`src/rtl/gfl_pkg.sv`:
```
// constants shared by the rate sensor buffer and low-power configuration block
package gfl_pkg;
  // ----------------------------------------------------------------
  // register indices (byte address is four times the index)
  // ----------------------------------------------------------------
  localparam logic [7:0] IDX_CAPACITY = 8'h1d;
  localparam logic [7:0] IDX_LOW_POWER = 8'h1e;
  localparam logic [7:0] IDX_SOURCE_EN = 8'h23;
  localparam logic [7:0] IDX_FRAME_SYNC_PIN_STATUS = 8'h36;
  localparam logic [7:0] IDX_CONTROL = 8'h40;
  localparam logic [7:0] IDX_LEVEL = 8'h41;
  // ----------------------------------------------------------------
  // field positions and writable masks
  // ----------------------------------------------------------------
  localparam int CAPACITY_LSB = 6;
  localparam int DUTY_CYCLE_BIT = 7;
  localparam int AVERAGING_LSB = 4;
  localparam int TEMP_PUSH_BIT = 7;
  localparam int X_RATE_PUSH_BIT = 6;
  localparam int Y_RATE_PUSH_BIT = 5;
  localparam int Z_RATE_PUSH_BIT = 4;
  localparam int FRAME_SYNC_PIN_FLAG_BIT = 7;
  localparam int CTRL_DIVIDER_LSB = 0;
  localparam int CTRL_POLICY_BIT = 8;
  localparam int CTRL_LOWPASS_LSB = 9;
  localparam logic [7:0] CAPACITY_MASK = 8'hc0;
  localparam logic [7:0] LOW_POWER_MASK = 8'hf0;
  localparam logic [7:0] SOURCE_EN_MASK = 8'hf0;
  // ----------------------------------------------------------------
  // reset values
  // ----------------------------------------------------------------
  localparam logic [7:0] CAPACITY_RESET = 8'h00;
  localparam logic [7:0] LOW_POWER_RESET = 8'h00;
  localparam logic [7:0] SOURCE_EN_RESET = 8'h00;
  localparam logic [11:0] CONTROL_RESET = 12'h000;
  // ----------------------------------------------------------------
  // timing and sizes
  // ----------------------------------------------------------------
  localparam int CLOCK_HZ = 25000000;
  localparam int INTERNAL_RATE_HZ = 1000;
  localparam int TICK_CYCLES = CLOCK_HZ / INTERNAL_RATE_HZ;
  localparam logic [12:0] CAPACITY_BASE_BYTES = 13'h0200;
  // ----------------------------------------------------------------
  // bus responses and sequencer states
  // ----------------------------------------------------------------
  localparam logic [1:0] RESP_OKAY = 2'h0;
  localparam logic [1:0] RESP_SLVERR = 2'h2;
  typedef enum logic {GFL_IDLE, GFL_PUSH} gfl_state_t;
endpackage : gfl_pkg

```
`src/rtl/gfl_config.sv`:
```
// sample buffer fifo and configuration register block with axi4-lite slave
//
// Implementation choice: the AXI4-Lite register port.

// ----------------------------------------------------------------
// byte fifo with usable limit and overwrite-oldest option
// ----------------------------------------------------------------
module gfl_fifo #(
  parameter int WIDTH = 8,
  parameter int DEPTH = 8,
  parameter int AW = $clog2(DEPTH)
) (
  input wire logic clk_in,
  input wire logic reset_n_in,
  input wire logic in_valid_in,
  output logic in_ready_out,
  input wire logic [WIDTH-1:0] in_data_in,
  input wire logic overwrite_in,
  input wire logic [AW:0] limit_in,
  output logic out_valid_out,
  input wire logic out_ready_in,
  output logic [WIDTH-1:0] out_data_out,
  output logic [AW:0] level_out
);
  logic [WIDTH-1:0] mem [DEPTH];
  logic [AW-1:0] wr_ptr_reg;
  logic [AW-1:0] rd_ptr_reg;
  logic [AW:0] level_reg;
  logic full;
  logic push;
  logic pop;
  logic drop;

  assign full = (level_reg >= limit_in);
  assign push = in_valid_in && (!full || overwrite_in);
  assign pop = out_valid_out && out_ready_in;
  assign drop = push && full && !pop;
  assign in_ready_out = !full;
  assign out_valid_out = (level_reg != '0);
  assign out_data_out = mem[rd_ptr_reg];
  assign level_out = level_reg;

  always_ff @(posedge clk_in)
  begin
    if (push)
      mem[wr_ptr_reg] <= in_data_in;
  end

  always_ff @(posedge clk_in or negedge reset_n_in)
  begin
    if (!reset_n_in)
    begin
      wr_ptr_reg <= '0;
      rd_ptr_reg <= '0;
      level_reg <= '0;
    end
    else
    begin
      if (push)
        wr_ptr_reg <= wr_ptr_reg + 1'b1;
      // overwrite drops the oldest entry to make room
      if (pop || drop)
        rd_ptr_reg <= rd_ptr_reg + 1'b1;
      if (push && !(pop || drop))
        level_reg <= level_reg + 1'b1;
      else if (!push && pop)
        level_reg <= level_reg - 1'b1;
    end
  end
endmodule : gfl_fifo

// ----------------------------------------------------------------
// configuration, push sequencer and register slave
// ----------------------------------------------------------------
module gfl_config #(
  parameter int ADDR_W = 10,
  parameter int FIFO_DEPTH = 8,
  parameter int TICK_CYCLES = gfl_pkg::TICK_CYCLES
) (
  input wire logic clk_in,
  input wire logic reset_n_in,
  input wire logic awvalid_in,
  output logic awready_out,
  input wire logic [ADDR_W-1:0] awaddr_in,
  input wire logic wvalid_in,
  output logic wready_out,
  input wire logic [31:0] wdata_in,
  input wire logic [3:0] wstrb_in,
  output logic bvalid_out,
  input wire logic bready_in,
  output logic [1:0] bresp_out,
  input wire logic arvalid_in,
  output logic arready_out,
  input wire logic [ADDR_W-1:0] araddr_in,
  output logic rvalid_out,
  input wire logic rready_in,
  output logic [31:0] rdata_out,
  output logic [1:0] rresp_out,
  input wire logic [15:0] temp_word_in,
  input wire logic [15:0] x_rate_word_in,
  input wire logic [15:0] y_rate_word_in,
  input wire logic [15:0] z_rate_word_in,
  input wire logic frame_sync_pin_in,
  output logic [7:0] buffer_data_out,
  output logic buffer_valid_out,
  input wire logic buffer_ready_in,
  output logic buffer_full_out,
  output logic sample_strobe_out,
  output logic duty_cycle_out,
  output logic [2:0] averaging_depth_out,
  output logic filter_from_averaging_out,
  output logic [2:0] rate_filter_code_out,
  output logic [12:0] buffer_capacity_bytes_out
);
  localparam int AW = $clog2(FIFO_DEPTH);
  localparam int TW = $clog2(TICK_CYCLES + 1);

  logic [7:0] capacity_reg;
  logic [7:0] low_power_reg;
  logic [7:0] source_en_reg;
  logic [11:0] control_reg;
  logic frame_sync_pin_flag_reg;
  logic awready_reg;
  logic wready_reg;
  logic bvalid_reg;
  logic [1:0] bresp_reg;
  logic arready_reg;
  logic rvalid_reg;
  logic [31:0] rdata_reg;
  logic [1:0] rresp_reg;
  logic [7:0] aw_index_reg;
  logic [31:0] wdata_reg;
  logic [3:0] wstrb_reg;
  logic [7:0] ar_index;
  logic [2:0] sync_reg;
  logic pin_level_reg;
  logic [TW-1:0] tick_reg;
  logic [7:0] divide_reg;
  logic strobe_reg;
  gfl_pkg::gfl_state_t state_reg;
  logic [63:0] snap_reg;
  logic [3:0] push_en_reg;
  logic [2:0] byte_idx_reg;
  logic push_valid;
  logic fifo_in_ready;
  logic [AW:0] fifo_level;
  logic [AW:0] fifo_limit;
  logic [12:0] capacity_bytes;
  logic read_hit_frame_sync_pin;
  logic frame_sync_pin_event;
  logic commit_write;
  logic [32:0] aw_word;
  logic [32:0] ar_word;

  // unused low address bits carry byte position within the word
  assign ar_index = araddr_in[9:2];

  // ----------------------------------------------------------------
  // register read multiplexer
  // ----------------------------------------------------------------
  function automatic logic [32:0] read_word(input logic [7:0] index,
                                            input logic [AW:0] level);
    logic [32:0] r;
    r = '0;
    unique case (index)
      gfl_pkg::IDX_CAPACITY: r[7:0] = capacity_reg;
      gfl_pkg::IDX_LOW_POWER: r[7:0] = low_power_reg;
      gfl_pkg::IDX_SOURCE_EN: r[7:0] = source_en_reg;
      gfl_pkg::IDX_FRAME_SYNC_PIN_STATUS:
        r[gfl_pkg::FRAME_SYNC_PIN_FLAG_BIT] = frame_sync_pin_flag_reg;
      gfl_pkg::IDX_CONTROL: r[11:0] = control_reg;
      gfl_pkg::IDX_LEVEL: r[AW:0] = level;
      default: r[32] = 1'b1;
    endcase
    return r;
  endfunction : read_word

  assign aw_word = read_word(aw_index_reg, fifo_level);
  assign ar_word = read_word(ar_index, fifo_level);

  // ----------------------------------------------------------------
  // axi4-lite write channel
  // ----------------------------------------------------------------
  assign commit_write = !awready_reg && !wready_reg && !bvalid_reg;

  always_ff @(posedge clk_in or negedge reset_n_in)
  begin
    if (!reset_n_in)
    begin
      awready_reg <= 1'b1;
      wready_reg <= 1'b1;
      bvalid_reg <= 1'b0;
      bresp_reg <= gfl_pkg::RESP_OKAY;
      aw_index_reg <= 8'h00;
      wdata_reg <= 32'h0000_0000;
      wstrb_reg <= 4'h0;
    end
    else
    begin
      if (awvalid_in && awready_reg)
      begin
        awready_reg <= 1'b0;
        aw_index_reg <= awaddr_in[9:2];
      end
      if (wvalid_in && wready_reg)
      begin
        wready_reg <= 1'b0;
        wdata_reg <= wdata_in;
        wstrb_reg <= wstrb_in;
      end
      if (commit_write)
      begin
        bvalid_reg <= 1'b1;
        bresp_reg <= aw_word[32] ? gfl_pkg::RESP_SLVERR : gfl_pkg::RESP_OKAY;
      end
      if (bvalid_reg && bready_in)
      begin
        bvalid_reg <= 1'b0;
        awready_reg <= 1'b1;
        wready_reg <= 1'b1;
      end
    end
  end

  always_ff @(posedge clk_in or negedge reset_n_in)
  begin
    if (!reset_n_in)
    begin
      capacity_reg <= gfl_pkg::CAPACITY_RESET;
      low_power_reg <= gfl_pkg::LOW_POWER_RESET;
      source_en_reg <= gfl_pkg::SOURCE_EN_RESET;
      control_reg <= gfl_pkg::CONTROL_RESET;
    end
    else if (commit_write && wstrb_reg[0])
    begin
      unique case (aw_index_reg)
        gfl_pkg::IDX_CAPACITY:
          capacity_reg <= wdata_reg[7:0] & gfl_pkg::CAPACITY_MASK;
        gfl_pkg::IDX_LOW_POWER:
          low_power_reg <= wdata_reg[7:0] & gfl_pkg::LOW_POWER_MASK;
        gfl_pkg::IDX_SOURCE_EN:
          source_en_reg <= wdata_reg[7:0] & gfl_pkg::SOURCE_EN_MASK;
        gfl_pkg::IDX_CONTROL:
        begin
          control_reg[7:0] <= wdata_reg[7:0];
          if (wstrb_reg[1])
            control_reg[11:8] <= wdata_reg[11:8];
        end
        default:
          control_reg <= control_reg;
      endcase
    end
    else if (commit_write && wstrb_reg[1] &&
             aw_index_reg == gfl_pkg::IDX_CONTROL)
      control_reg[11:8] <= wdata_reg[11:8];
  end

  // ----------------------------------------------------------------
  // axi4-lite read channel
  // ----------------------------------------------------------------
  assign read_hit_frame_sync_pin = arvalid_in && arready_reg &&
                          ar_index == gfl_pkg::IDX_FRAME_SYNC_PIN_STATUS;

  always_ff @(posedge clk_in or negedge reset_n_in)
  begin
    if (!reset_n_in)
    begin
      arready_reg <= 1'b1;
      rvalid_reg <= 1'b0;
      rdata_reg <= 32'h0000_0000;
      rresp_reg <= gfl_pkg::RESP_OKAY;
    end
    else if (arvalid_in && arready_reg)
    begin
      arready_reg <= 1'b0;
      rvalid_reg <= 1'b1;
      rdata_reg <= ar_word[31:0];
      rresp_reg <= ar_word[32] ? gfl_pkg::RESP_SLVERR : gfl_pkg::RESP_OKAY;
    end
    else if (rvalid_reg && rready_in)
    begin
      rvalid_reg <= 1'b0;
      arready_reg <= 1'b1;
    end
  end

  // ----------------------------------------------------------------
  // frame-sync pin synchroniser and status flag
  // ----------------------------------------------------------------
  always_ff @(posedge clk_in or negedge reset_n_in)
  begin
    if (!reset_n_in)
    begin
      sync_reg <= 3'h0;
      pin_level_reg <= 1'b0;
    end
    else
    begin
      sync_reg <= {sync_reg[1:0], frame_sync_pin_in};
      if (sync_reg[1] == sync_reg[2])
        pin_level_reg <= sync_reg[2];
    end
  end

  assign frame_sync_pin_event = (sync_reg[1] == sync_reg[2]) && sync_reg[2] &&
                       !pin_level_reg;

  always_ff @(posedge clk_in or negedge reset_n_in)
  begin
    if (!reset_n_in)
      frame_sync_pin_flag_reg <= 1'b0;
    else if (frame_sync_pin_event)
      frame_sync_pin_flag_reg <= 1'b1;
    else if (read_hit_frame_sync_pin)
      frame_sync_pin_flag_reg <= 1'b0;
  end

  // ----------------------------------------------------------------
  // sample strobe generator
  // ----------------------------------------------------------------
  always_ff @(posedge clk_in or negedge reset_n_in)
  begin
    if (!reset_n_in)
    begin
      tick_reg <= '0;
      divide_reg <= 8'h00;
      strobe_reg <= 1'b0;
    end
    else
    begin
      strobe_reg <= 1'b0;
      if (tick_reg == TW'(TICK_CYCLES - 1))
      begin
        tick_reg <= '0;
        if (divide_reg >= control_reg[gfl_pkg::CTRL_DIVIDER_LSB +: 8])
        begin
          divide_reg <= 8'h00;
          strobe_reg <= 1'b1;
        end
        else
          divide_reg <= divide_reg + 8'h01;
      end
      else
        tick_reg <= tick_reg + 1'b1;
    end
  end

  // ----------------------------------------------------------------
  // push sequencer
  // ----------------------------------------------------------------
  // standby of a measurement path is not consulted here
  assign push_valid = (state_reg == gfl_pkg::GFL_PUSH) &&
                      push_en_reg[3 - byte_idx_reg[2:1]];

  always_ff @(posedge clk_in or negedge reset_n_in)
  begin
    if (!reset_n_in)
    begin
      state_reg <= gfl_pkg::GFL_IDLE;
      snap_reg <= 64'h0;
      push_en_reg <= 4'h0;
      byte_idx_reg <= 3'h0;
    end
    else
    begin
      unique case (state_reg)
        gfl_pkg::GFL_IDLE:
          if (strobe_reg && source_en_reg[7:4] != 4'h0)
          begin
            state_reg <= gfl_pkg::GFL_PUSH;
            snap_reg <= {temp_word_in, x_rate_word_in,
                         y_rate_word_in, z_rate_word_in};
            push_en_reg <= {source_en_reg[gfl_pkg::TEMP_PUSH_BIT],
                            source_en_reg[gfl_pkg::X_RATE_PUSH_BIT],
                            source_en_reg[gfl_pkg::Y_RATE_PUSH_BIT],
                            source_en_reg[gfl_pkg::Z_RATE_PUSH_BIT]};
            byte_idx_reg <= 3'h0;
          end
        gfl_pkg::GFL_PUSH:
        begin
          // discard policy drops on full; overwrite always accepts
          byte_idx_reg <= byte_idx_reg + 3'h1;
          if (byte_idx_reg == 3'h7)
            state_reg <= gfl_pkg::GFL_IDLE;
        end
      endcase
    end
  end

  // ----------------------------------------------------------------
  // sample buffer
  // ----------------------------------------------------------------
  assign capacity_bytes = gfl_pkg::CAPACITY_BASE_BYTES <<
                          capacity_reg[gfl_pkg::CAPACITY_LSB +: 2];
  assign fifo_limit = (capacity_bytes < 13'(FIFO_DEPTH)) ?
                      capacity_bytes[AW:0] : (AW + 1)'(FIFO_DEPTH);

  gfl_fifo #(
    .WIDTH(8),
    .DEPTH(FIFO_DEPTH)
  ) u_fifo (
    .clk_in(clk_in),
    .reset_n_in(reset_n_in),
    .in_valid_in(push_valid),
    .in_ready_out(fifo_in_ready),
    .in_data_in(snap_reg[63 - 8 * byte_idx_reg -: 8]),
    .overwrite_in(!control_reg[gfl_pkg::CTRL_POLICY_BIT]),
    .limit_in(fifo_limit),
    .out_valid_out(buffer_valid_out),
    .out_ready_in(buffer_ready_in),
    .out_data_out(buffer_data_out),
    .level_out(fifo_level)
  );

  // ----------------------------------------------------------------
  // registered configuration outputs
  // ----------------------------------------------------------------
  always_ff @(posedge clk_in or negedge reset_n_in)
  begin
    if (!reset_n_in)
    begin
      buffer_full_out <= 1'b0;
      duty_cycle_out <= 1'b0;
      averaging_depth_out <= 3'h0;
      filter_from_averaging_out <= 1'b0;
      rate_filter_code_out <= 3'h0;
      buffer_capacity_bytes_out <= gfl_pkg::CAPACITY_BASE_BYTES;
    end
    else
    begin
      buffer_full_out <= !fifo_in_ready;
      duty_cycle_out <= low_power_reg[gfl_pkg::DUTY_CYCLE_BIT];
      averaging_depth_out <=
        low_power_reg[gfl_pkg::AVERAGING_LSB +: 3];
      filter_from_averaging_out <= low_power_reg[gfl_pkg::DUTY_CYCLE_BIT];
      rate_filter_code_out <= low_power_reg[gfl_pkg::DUTY_CYCLE_BIT] ?
        low_power_reg[gfl_pkg::AVERAGING_LSB +: 3] :
        control_reg[gfl_pkg::CTRL_LOWPASS_LSB +: 3];
      buffer_capacity_bytes_out <= capacity_bytes;
    end
  end

  assign awready_out = awready_reg;
  assign wready_out = wready_reg;
  assign bvalid_out = bvalid_reg;
  assign bresp_out = bresp_reg;
  assign arready_out = arready_reg;
  assign rvalid_out = rvalid_reg;
  assign rdata_out = rdata_reg;
  assign rresp_out = rresp_reg;
  assign sample_strobe_out = strobe_reg;
endmodule : gfl_config

```
`config.mk`:
```
export PLATFORM = sky130hd
export DESIGN_NAME = gfl_config
export DESIGN_NICKNAME = d
export VERILOG_FILES = /design/src/rtl/gfl_pkg.sv /design/src/rtl/gfl_config.sv
export SDC_FILE = /design/constraint.sdc
export NUM_CORES = 1
export LEC_CHECK = 0
export BUFFER_PORTS_ARGS = -buffer_cell sky130_fd_sc_hd__buf_2
export CAP_MARGIN = 5
export CORE_UTILIZATION = 34
export CTS_CLUSTER_DIAMETER = 50
export DETAILED_ROUTE_END_ITERATION = 7
export PLACE_DENSITY = 0.52
export SYNTH_ARGS = -nofsm -noshare
export SYNTH_HDL_FRONTEND = slang
export SYNTH_HIERARCHICAL = 1
export SYNTH_SLANG_ARGS = --single-unit
```
`constraint.sdc`:
```
create_clock -name clk_in -period 6.51 [get_ports clk_in]
set_clock_uncertainty 0.15 [all_clocks]
set_input_delay 0.3255 -clock clk_in [delete_from_list [all_inputs] [get_ports clk_in]]
set_output_delay 0.3255 -clock clk_in [all_outputs]
set_load 0.005 [all_outputs]
```
# Yosys cells after proc, flatten, opt, wreduce, memory -nomap -nowiden
# Memories as Yosys holds them, arrays and structs flattened.
# Index checks and enable logic that the tools add are counted.
# totals
memories	1
ram_bits	64
word_cells	157
inputBits	129
register_bits	197
# op_classes
shifts	2
order_cmp	4
bitwise	1
add_sub_neg	9
n_eq_ne	18
mux	39
reduce_logical	49
# memory_table
memory	depth	word_bits	read_ports	rd_ports_with_merged_regs	write_ports	line_no	rtl
u_fifo.mem	8	8	1	0	1	gfl_config.sv:25	logic [WIDTH-1:0] mem [DEPTH];
# ops
operator	count
$shiftx A71 B33 Y8	1
$eq A8 B5 Y1 const B	4
$eq A8 B6 Y1 const B	4
$eq A8 B7 Y1 const B	4
$lt A32 B3 Y1 const B	1
$mux W4	7
$logic_and A1 B1 Y1	21
$mux W1	19
$add A15 B1 Y15 const B	1
$eq A15 B15 Y1 const B	1
$mux W15	1
$reduce_bool A2 Y1	7
$lt A13 B4 Y1 const B	1
$shl A10 B2 Y13 const A	1
$mux W12	1
$pmux W3 S4	1
$reduce_or A6 Y1	2
$reduce_and A2 Y1	5
$add A3 B1 Y3 const B	3
$logic_not A1 Y1	9
$add A8 B1 Y8 const B	1
$ge A8 B8 Y1	1
$mux W8	1
$pmux W4 S2	1
19 further kinds	24

# Depth between registers and ports, before layout
# Gate-level depths: netlist of run 1.
# logic_depth
word_depth	13
ltp_mapped	11
depth_no_buf	10

# Modules after synthesis
# The synthesis of run 1 kept the hierarchy.
# modules_own_cells
mod	n_inst	cells_each	area_per_inst_um2	seq_area_each_um2
gfl_config	1	622	8129.0	4409.2
gfl_fifo	1	185	3276.9	2172.1

# Worst setup path before layout of run 1
# No wires, ideal clock.
# synth_path
kind	register to register
start	reg byte_idx_reg[1]
end	reg u_fifo.level_reg[3] (netlist: u_fifo/level_out[3])
t_required_ns	6.270
setup_slack_ns	3.429
stages_incl_launch_ff	11
arrival_ns	2.841
synth_period_minus_slack_ns	3.081
path_buffers	2
path_cell_list	dfrtp_1 -> clkbuf_1 -> mux4_2 -> and2_1 -> clkbuf_1 -> nand3_1 -> ha_1 -> a21o_1 -> a21o_1 -> or4b_1 -> o2111ai_1
# synth_via
elab_chain_len	11
elab_cells_between_ends	14
# synth_lines
element	line_no	rtl
start, declared	gfl_config.sv:143	logic [2:0] byte_idx_reg;
start signal, assigned	gfl_config.sv:382	byte_idx_reg <= byte_idx_reg + 3'h1;
$sub A2 B2 Y3 *	gfl_config.sv:353	push_en_reg[3 - byte_idx_reg[2:1]];
$bmux W1 S2 *	gfl_config.sv:353	
$mux W1 (not written as such) *	gfl_config.sv:353	
$logic_and A1 B1 Y1 *	gfl_config.sv:352	assign push_valid = (state_reg == gfl_pkg::GFL_PUSH) &&
via push_valid	gfl_config.sv:144	logic push_valid;
$logic_and A1 B1 Y1 *	gfl_config.sv:35	assign push = in_valid_in && (!full || overwrite_in);
$logic_and A1 B1 Y1 (2 in a row)	gfl_config.sv:37	assign drop = push && full && !pop;
$logic_or A1 B1 Y1	gfl_config.sv:64	if (push && !(pop || drop))
$logic_not A1 Y1	gfl_config.sv:64	
$logic_and A1 B1 Y1	gfl_config.sv:64	
$mux W4 or $reduce_bool A2 Y1 (tied branches)	n/a	
end signal, assigned	gfl_config.sv:65	level_reg <= level_reg + 1'b1;
end signal, assigned	gfl_config.sv:67	level_reg <= level_reg - 1'b1;
end, declared	gfl_config.sv:28	logic [AW:0] level_reg;
# Mark *: on every way through the listed nets, which the timed path passes. The rest lies on a longest branch. The select of a mux whose other input is x is not followed.
# A chain may end at the register's enable or synchronous reset.

# Worst setup path after layout of run 1
# Same ends and word-level chain as after synthesis.

==> results summary, run 1 <==
After global routing the overflow that remains totals 0. The flow ran to the end, and the final reports show no timing, DRC or antenna violations. The clock network fraction of design power came out at 41.1%. The share of total power dissipated in combinational logic is between 15 and 20%.

From synthesis to final layout, the design area changed by 28.09%. The analysis attributes to net switching a power of 1217 uW. The fraction of power spent switching nets is 26.57%. In this run the critical register-to-register path is captured at u_fifo/level_out[3].

The CTS buffer count came out at 34. After synthesis, flip-flops and latches occupy 57.70% of the total area. The top routing layer in use is met5. The timing-limited maximum frequency is between 200 and 300 MHz. The remaining max-slew budget at the tightest pin is 38.46%. The register bit count reported by yosys is 250. Entering global routing, the biggest net connects between 70 and 80 pins. The beginning of the worst hold path is buffer_ready_in. The type of element launching the critical path is a flop. The via count of the first global-routing pass came to between 7000 and 8000.

The insertion delay to the later sink of the worst-skew pair came out at approximately 0.50 ns. The area after detailed placement came out at 0.01249 sq mm. Of the available clock period, the critical path in the final layout requires 54.27%. Dividing the detail-routed via count by the number of cells gives between 4 and 5. The final cell area excluding filler cells is ~0.015 sq mm. The clock sink count is 250.

The required time of the worst setup path is 6.77 ns. The worst setup slack for register-to-register paths came out at ~3.0 ns. In this run the worst hold path is classified as in2reg. The multiplexer share of the synthesized area came out at roughly a fifth. Registers are responsible for 42.4% of the overall power.

The number of different library cells used by synthesis comes to 74. After clock tree synthesis, the repair step resized 0 gates. The final wirelength came out at approximately 25000 um. Row generation in the floorplan step produced 66 rows. Once the floorplan was initialized, standard cells occupied a little over a third of the core. The post-route DRC violation count came out at 0.

The element type at the critical path end is a flop. The number of cells on the worst reg-to-reg path came out at 8. The post-route setup TNS came out at 0 ns.

The count of inserted antenna diode cells came out at 0. In this run the static leakage power is 0.006590 uW. The worst hold path terminates at u_fifo/level_out[2]. The H-tree was split into 2 levels. The die covers approximately 0.034 sq mm.

TritonCTS built the clock tree. The critical path is of the reg2reg type. The share of synthesized cell area in and, or, nand and nor gates is 8.140%.

Once the clock tree was built, the setup fixing pass inserted 0 buffers. The internal portion of the total power is 3364 uW. The global-route usage over all layers came out at 15.39%.

The number of warnings issued by yosys came out at 6. The minimum period implied by the final worst setup slack came out at about 3.5 ns. The clock edge transition at the registers on the reported setup and hold paths came out at about 0.060 ns. After synthesis, the largest family of logic cells by area is multiplexers.

VDD sags by at most roughly 210 uV. The per-instance average area after synthesis came out at around 14 sq um. The chip width is 185.2 um. The initial antenna violation count came out at 2. The number of nets still failing antenna checks after routing came out at 0. The arrival time of data at the critical path endpoint came out at roughly 3.8 ns. The maximum clock path buffer count came out at 3. The largest driver fanout on the critical path came out at 19. The met1 wire length is roughly 11000 um. The post-synthesis compound-gate area fraction came out at ~5.6%.

Counting instances, the worst hold path has a depth of 3. The transition at the pin with the smallest max-transition slack came out at between 0.9 and 1 ns. The CTS root buffer is sky130_fd_sc_hd__clkbuf_16. Cells with a size suffix above 1 make up between 30% and 40% of the layout. The via total after detailed routing came out at between 7000 and 8000.

The power per standard cell area is 313.6 mW/mm^2. The cell area after synthesis is around 0.011 sq mm. The number of setup violations in the final report is 0.

In the synthesized netlist, the number of instances is between 800 and 900. The first-pass iteration count of the detailed router came out at 4. Max-cap violations in this run came to 0.

The number of DRC violations after detailed-routing iteration 0 came out at between 400 and 500. Cells fill approximately 45% of the core in the end. The predominant post-synthesis flop cell is sky130_fd_sc_hd__dfrtp_1. The final count of pins violating max slew came out at 0. The overall die height is between 150 and 200 um. The final hold violation count is 0.

Setup repair after global routing left no endpoint under its margin. The wire length on met2 is roughly 12000 um. The number of nets in the layout came out at approximately 1200.

In the detailed route, the total length drawn on met3 is ~1500 um. The placeable core area is 0.03278 sq mm. After clock tree synthesis, the flow added hold-fix buffers numbering 96. The post-synthesis share of cell area spent on xor and xnor gates came out at 1.305%.

After Yosys synthesis, full adders, half adders and majority gates account for 2.479% of the synthesized area. The quantity of I/O buffers inserted on ports came out at 144. The startpoint identified for the worst register-to-register timing path is byte_idx_reg[1]. The number of filler cells placed in the layout is ~3000. The number of flops mapped to enable cells by yosys is 64. The routed length per placed instance came out at 16.44 um. The top-level I/O count is around 200. The worst hold slack across all endpoints came out at around 0.092 ns. The post-detailed-placement half-perimeter wirelength is approximately 16000 um.

The fraction of registers with async set/reset came out at 74.40%. The congestion estimate from routability-driven global placement came to roughly 0.74. The first global-routing pass estimated just over 40000 um of wire.
## metrics by stage
step	power [uW]	instances	setup WS, ns
2_1_floorplan	2435	840	3.429
4_1_cts	4664	1529	2.923
5_1_grt	4826	1529	2.700
6_report	4582	1529	2.977
3_5_place_dp	2685	1373	2.943
3_3_place_gp	2676	1373	2.951
## per-layer routing
metal / up-vias / track usage, %
li1: 3480 / -
met1: 3574 / 20.04
met2: 167 / 24.92
met3: 33 / 4.188
met4: 2 / 4.628
met5: - / 0
## cell families after synthesis
kind of cell	Yosys count
other cells	2
xor+xnor	17
compound gates	87
buf+inv	88
mux	172
fa+ha+maj	22
flops	250
simple gates	169
## cell type report
cell class                 instances  area (sq um)  share of cell area [%]
timing repair buffer             251          1773                   12.13
clock buffer                      46         989.7                   6.774
clock inverter                    14         173.9                   1.190
tap                              442         553.0                   3.785
inverter                          24         90.09                  0.6166
multi-input combinational        502          4449                   30.45
sequential                       250          6581                   45.05
## power by group through the flow
stage               clock, uW  combinational [uW]  sequential (uW)
finish                   1880                 756             1940
global route             2010                 846             1970
CTS                      1950                 768             1950
detailed placement          0                 712             1970
global placement            0                 706             1970
floorplan                   0                 543             1890
## critical path, stage by stage, from the launching register on
cell	delay (ns)
sky130_fd_sc_hd__dfrtp_1	0.94
sky130_fd_sc_hd__mux4_2	0.59
sky130_fd_sc_hd__and2_1	0.32
sky130_fd_sc_hd__nand3_1	0.24
sky130_fd_sc_hd__ha_1	0.27
sky130_fd_sc_hd__a21o_1	0.15
sky130_fd_sc_hd__a21o_1	0.21
sky130_fd_sc_hd__or4b_1	0.47
sky130_fd_sc_hd__o2111ai_1	0.11
## synthesized netlist by cell type (all sizes together), types with 4 or more instances
cell     number  share of area [%]
dfrtp       182                 40
mux2        135                 13
edfxtp       64                 17
buf          56                3.4
nand2        48                1.6
mux4         33                6.5
inv          24               0.79
nor2         23               0.76
o21ai        23                1.0
ha           21                2.3
nand3        17               0.75
nor3         14               0.61
nor4         11               0.79
a21oi        10               0.44
xor2         10               0.77
nor2b         9               0.49
and2          8               0.44
clkbuf        8               0.27
o2111ai       7               0.54
o211ai        7               0.46
xnor2         7               0.54
nand4         6               0.46
a32oi         5               0.38
and3          5               0.27
a21o          4               0.26
a22o          4               0.31
and4          4               0.31
dfstp         4               0.92
mux2i         4               0.35
or3           4               0.22
## worst max-delay path by stage
stage | startpoint | end | slack, ns | cells after the start
final | byte_idx_reg[1] | u_fifo/level_out[3] | 2.98 | 8
after global routing | byte_idx_reg[1] | u_fifo/level_out[3] | 2.70 | 8
after CTS | byte_idx_reg[1] | u_fifo/level_out[3] | 2.92 | 8
after detailed placement | byte_idx_reg[1] | u_fifo/level_out[3] | 2.94 | 8
after global placement | byte_idx_reg[1] | u_fifo/level_out[3] | 2.95 | 8
after floorplan | byte_idx_reg[1] | u_fifo/level_out[3] | 3.43 | 10
## cell usage in the layout (no fill, tap or decap), types with 5 or more instances in the layout
master                          instances
sky130_fd_sc_hd__dfrtp_1              182
sky130_fd_sc_hd__buf_2                143
sky130_fd_sc_hd__mux2_2               134
sky130_fd_sc_hd__dlygate4sd3_1         96
sky130_fd_sc_hd__edfxtp_1              64
sky130_fd_sc_hd__nand2_1               47
sky130_fd_sc_hd__clkbuf_16             37
sky130_fd_sc_hd__conb_1                35
sky130_fd_sc_hd__mux4_2                33
sky130_fd_sc_hd__inv_1                 24
sky130_fd_sc_hd__nor2_1                22
sky130_fd_sc_hd__ha_1                  21
sky130_fd_sc_hd__nand3_1               17
sky130_fd_sc_hd__o21ai_0               14
sky130_fd_sc_hd__nor3_1                13
sky130_fd_sc_hd__buf_4                 11
sky130_fd_sc_hd__a21oi_1               10
sky130_fd_sc_hd__xor2_1                10
sky130_fd_sc_hd__nor2b_1                9
sky130_fd_sc_hd__nor4_1                 9
sky130_fd_sc_hd__and2_1                 8
sky130_fd_sc_hd__o21ai_1                8
sky130_fd_sc_hd__xnor2_1                7
sky130_fd_sc_hd__o2111ai_1              7
sky130_fd_sc_hd__o211ai_1               7
sky130_fd_sc_hd__clkbuf_1               6
sky130_fd_sc_hd__and3_1                 5
sky130_fd_sc_hd__nand4_1                5
sky130_fd_sc_hd__a32oi_1                5
(Power assumes the default switching activity.)
==> run 2, diff against run 1 <==
--- a/config.mk
+++ b/config.mk
@@ -10,7 +10,7 @@
 export CORE_UTILIZATION = 34
 export CTS_CLUSTER_DIAMETER = 50
 export DETAILED_ROUTE_END_ITERATION = 7
-export PLACE_DENSITY = 0.52
+export PLACE_DENSITY = 0.54
 export SYNTH_ARGS = -nofsm -noshare
 export SYNTH_HDL_FRONTEND = slang
 export SYNTH_HIERARCHICAL = 1
==> constraint.sdc (replaced) <==
create_clock -name clk_in -period 3 [get_ports clk_in]
set_clock_uncertainty 0.15 [all_clocks]
set_input_delay 0.15 -clock clk_in [delete_from_list [all_inputs] [get_ports clk_in]]
set_output_delay 0.15 -clock clk_in [all_outputs]
set_load 0.005 [all_outputs]
==> results summary, run 2 (synthesis results as in run 1) <==
The post-route setup TNS came to 0 ns (unchanged). The starting density of the core was 34.79% (unchanged). The path class of the tightest hold or removal check is in2async. The final hold violation count was 0 (unchanged). The type of the worst setup path is reg2reg. The clock edge transition at the registers on the reported setup and hold paths came out at 0.06 ns (about the same). The floorplan die area came to 0.03428 sq mm (unchanged). The cell row count was 66 (unchanged). The total power was 9632 uW (+110%). The count of inserted antenna diode cells is 0 (unchanged). Setup repair after global routing left no endpoint under its margin.

The arrival time of data at the critical path endpoint was 2.99 ns (-0.81 ns). The first-pass iteration count of the detailed router came out at 4 (unchanged). The leakage dissipation is 0.006656 uW (+1.0%). The routed length per placed instance is 16.26 um (-1.1%). The count of instances resized after the clock tree is built is 0 (unchanged). The transition at the pin with the smallest max-transition slack is 0.8310 ns (-0.09217 ns). The part of the cycle the worst path needs came out at 89.57% (+35 points). The final cell area excluding filler cells is 0.01475 sq mm (+0.94%). The post-detailed-placement half-perimeter wirelength came out at 16630 um (+1.8%). The number of nets still failing antenna checks after routing came out at 0 (unchanged). The clock sink count is 250 (unchanged). From synthesis to final layout, the design area changed by 29.30%. The largest vdd supply drop is 529.5 uV (+150%). Leaving out fill and tap cells, the most frequent cell in the layout is sky130_fd_sc_hd__dfrtp_1.

The required time of the worst setup path is 3.31 ns (-3.46 ns). The chip width came to 185.2 um (unchanged). The root buffer cell chosen for the clock tree is sky130_fd_sc_hd__clkbuf_16. The timing-limited maximum frequency is 372.1 MHz (+31%). The power per standard cell area came out at 653.1 mW/mm^2 (+110%).

The area after detailed placement came out at 0.01264 sq mm (+1.2%). The global-route usage over all layers was 15.27% (-0.11 points). The number of DRC violations after detailed-routing iteration 0 is 313 (-28%). STA classifies the critical path endpoint as a flop. The fraction of final layout cells sized beyond drive strength 1 came out at 36.97% (+0.72 points). The number of setup violations in the final report is 0 (unchanged).

The footprint of the multi-input gates is 0.004457 sq mm (+0.17%). The largest net degree at the start of global routing came out at 64 (-18%). The post-route DRC violation count is 0 (unchanged). The quantity of I/O buffers inserted on ports came out at 144 (unchanged). The number of filler cells placed in the layout came out at 3023 (+0.83%). The wire length of the first global-routing pass came out at 41100 um (about the same).

The largest driver fanout on the critical path is 4 (-15). The maximum clock path buffer count is 3 (unchanged). The final wirelength came out at 25210 um (+0.31%). The ratio of routed vias to standard cells is 4.746 (about the same).

The area of all sequential standard cells is 0.006581 sq mm (unchanged). The H-tree depth was 1 (-1). The CTS buffer count was 31 (-8.8%). The number of cells on the worst reg-to-reg path came to 9 (+1).

The via total after detailed routing came out at 7361 (+1.4%). The worst hold slack across all endpoints is 0.002051 ns (-0.08972 ns). STA classifies the critical path startpoint as a flop. The number of maximum-capacitance constraint violations is 0 (unchanged). The minimum period implied by the final worst setup slack came to 2.687 ns (-0.8460 ns). The run finished with clean final reports. The overall die height was 185.2 um (unchanged). The residual overflow from global routing was 0 (unchanged). The placeable core area came to 0.03278 sq mm (unchanged). The via count of the first global-routing pass came to 7676 (+0.79%). The number of nets in the layout came out at 1235 (+1.7%).

The insertion delay to the later sink of the worst-skew pair came out at 0.55 ns (+0.05 ns). The library cells used most frequently in the layout, excluding fill and tap cells, are sky130_fd_sc_hd__dfrtp_1, sky130_fd_sc_hd__buf_2, sky130_fd_sc_hd__mux2_2, sky130_fd_sc_hd__dlygate4sd3_1, sky130_fd_sc_hd__edfxtp_1. The initial antenna violation count is 0 (-2). The final count of pins violating max slew came to 0 (unchanged). The global placer's final weighted congestion came out at 0.7652 (+2.8%). The remaining max-slew budget at the tightest pin came out at 44.47% (+6.0 points). TritonCTS built the clock tree. The top-level I/O count is 202 (unchanged).
run 2: cell count changes in the layout (fill, tap and decap cells not counted), sizes merged:
cell,change
buf,+14
bufinv,-1
clkbuf,-7
clkinv,+2
clkinvlp,+3
dlygate4sd3,+10
inv,+1
run 2: what timing repair did:
item | in CTS | in global routing
endpoints found under the hold margin | 224 | 0
buffers inserted | 0 | 0
hold buffers | 106 | 0
run 2: layout make-up:
cell class / instances / area share (%)
Tap cell: 442 / 3.750
Clock buffer: 39 / 5.871
Sequential cell: 250 / 44.63
Inverter: 24 / 0.6108
Multi-Input combinational cell: 502 / 30.22
Clock inverter: 19 / 1.256
Timing Repair Buffer: 275 / 13.67
run 2: worst max-delay path: stages, from the launching register on:
cell                        delay [ns]
sky130_fd_sc_hd__dfrtp_1          0.38
sky130_fd_sc_hd__ha_1             0.30
sky130_fd_sc_hd__a21oi_1          0.18
sky130_fd_sc_hd__o21a_1           0.17
sky130_fd_sc_hd__nand3_1          0.18
sky130_fd_sc_hd__ha_1             0.33
sky130_fd_sc_hd__a21o_1           0.15
sky130_fd_sc_hd__a21o_1           0.20
sky130_fd_sc_hd__or4b_1           0.46
sky130_fd_sc_hd__o2111ai_1        0.10
run 2: where the power goes:
group	internal, uW	switching [uW]	total [uW]
Sequential	3820	351	4170
Combinational	947	802	1750
Clock	2230	1480	3710
run 2: worst paths after layout:
check                                 endpoint  slack, ns                start
max                        u_fifo/level_out[3]       0.31  u_fifo/level_out[3]
min                                sync_reg[1]      0.002           reset_n_in
max reg2reg                u_fifo/level_out[3]       0.31  u_fifo/level_out[3]
min reg2reg                        sync_reg[1]       0.22          sync_reg[0]
max in group asynchronous          awready_out       1.77           reset_n_in
min in group clk_in               rresp_out[1]       0.05         araddr_in[5]
run 2: routing by layer:
layer	track usage, %	share of wire (%)
met4	3.636	1.8
met5	0	0
met1	20.27	45
met2	25.59	48
met3	3.028	4.8
run 2: per-stage QoR:
step | setup slack [ns] | utilization (%) | cells
5_1_grt | 0.1320 | 44.99 | 1551
3_3_place_gp | 0.3508 | 38.54 | 1387
3_5_place_dp | 0.3006 | 38.54 | 1387
2_1_floorplan | 0.01118 | - | 840
4_1_cts | 0.2941 | 44.99 | 1551
6_report | 0.3128 | 44.99 | 1551
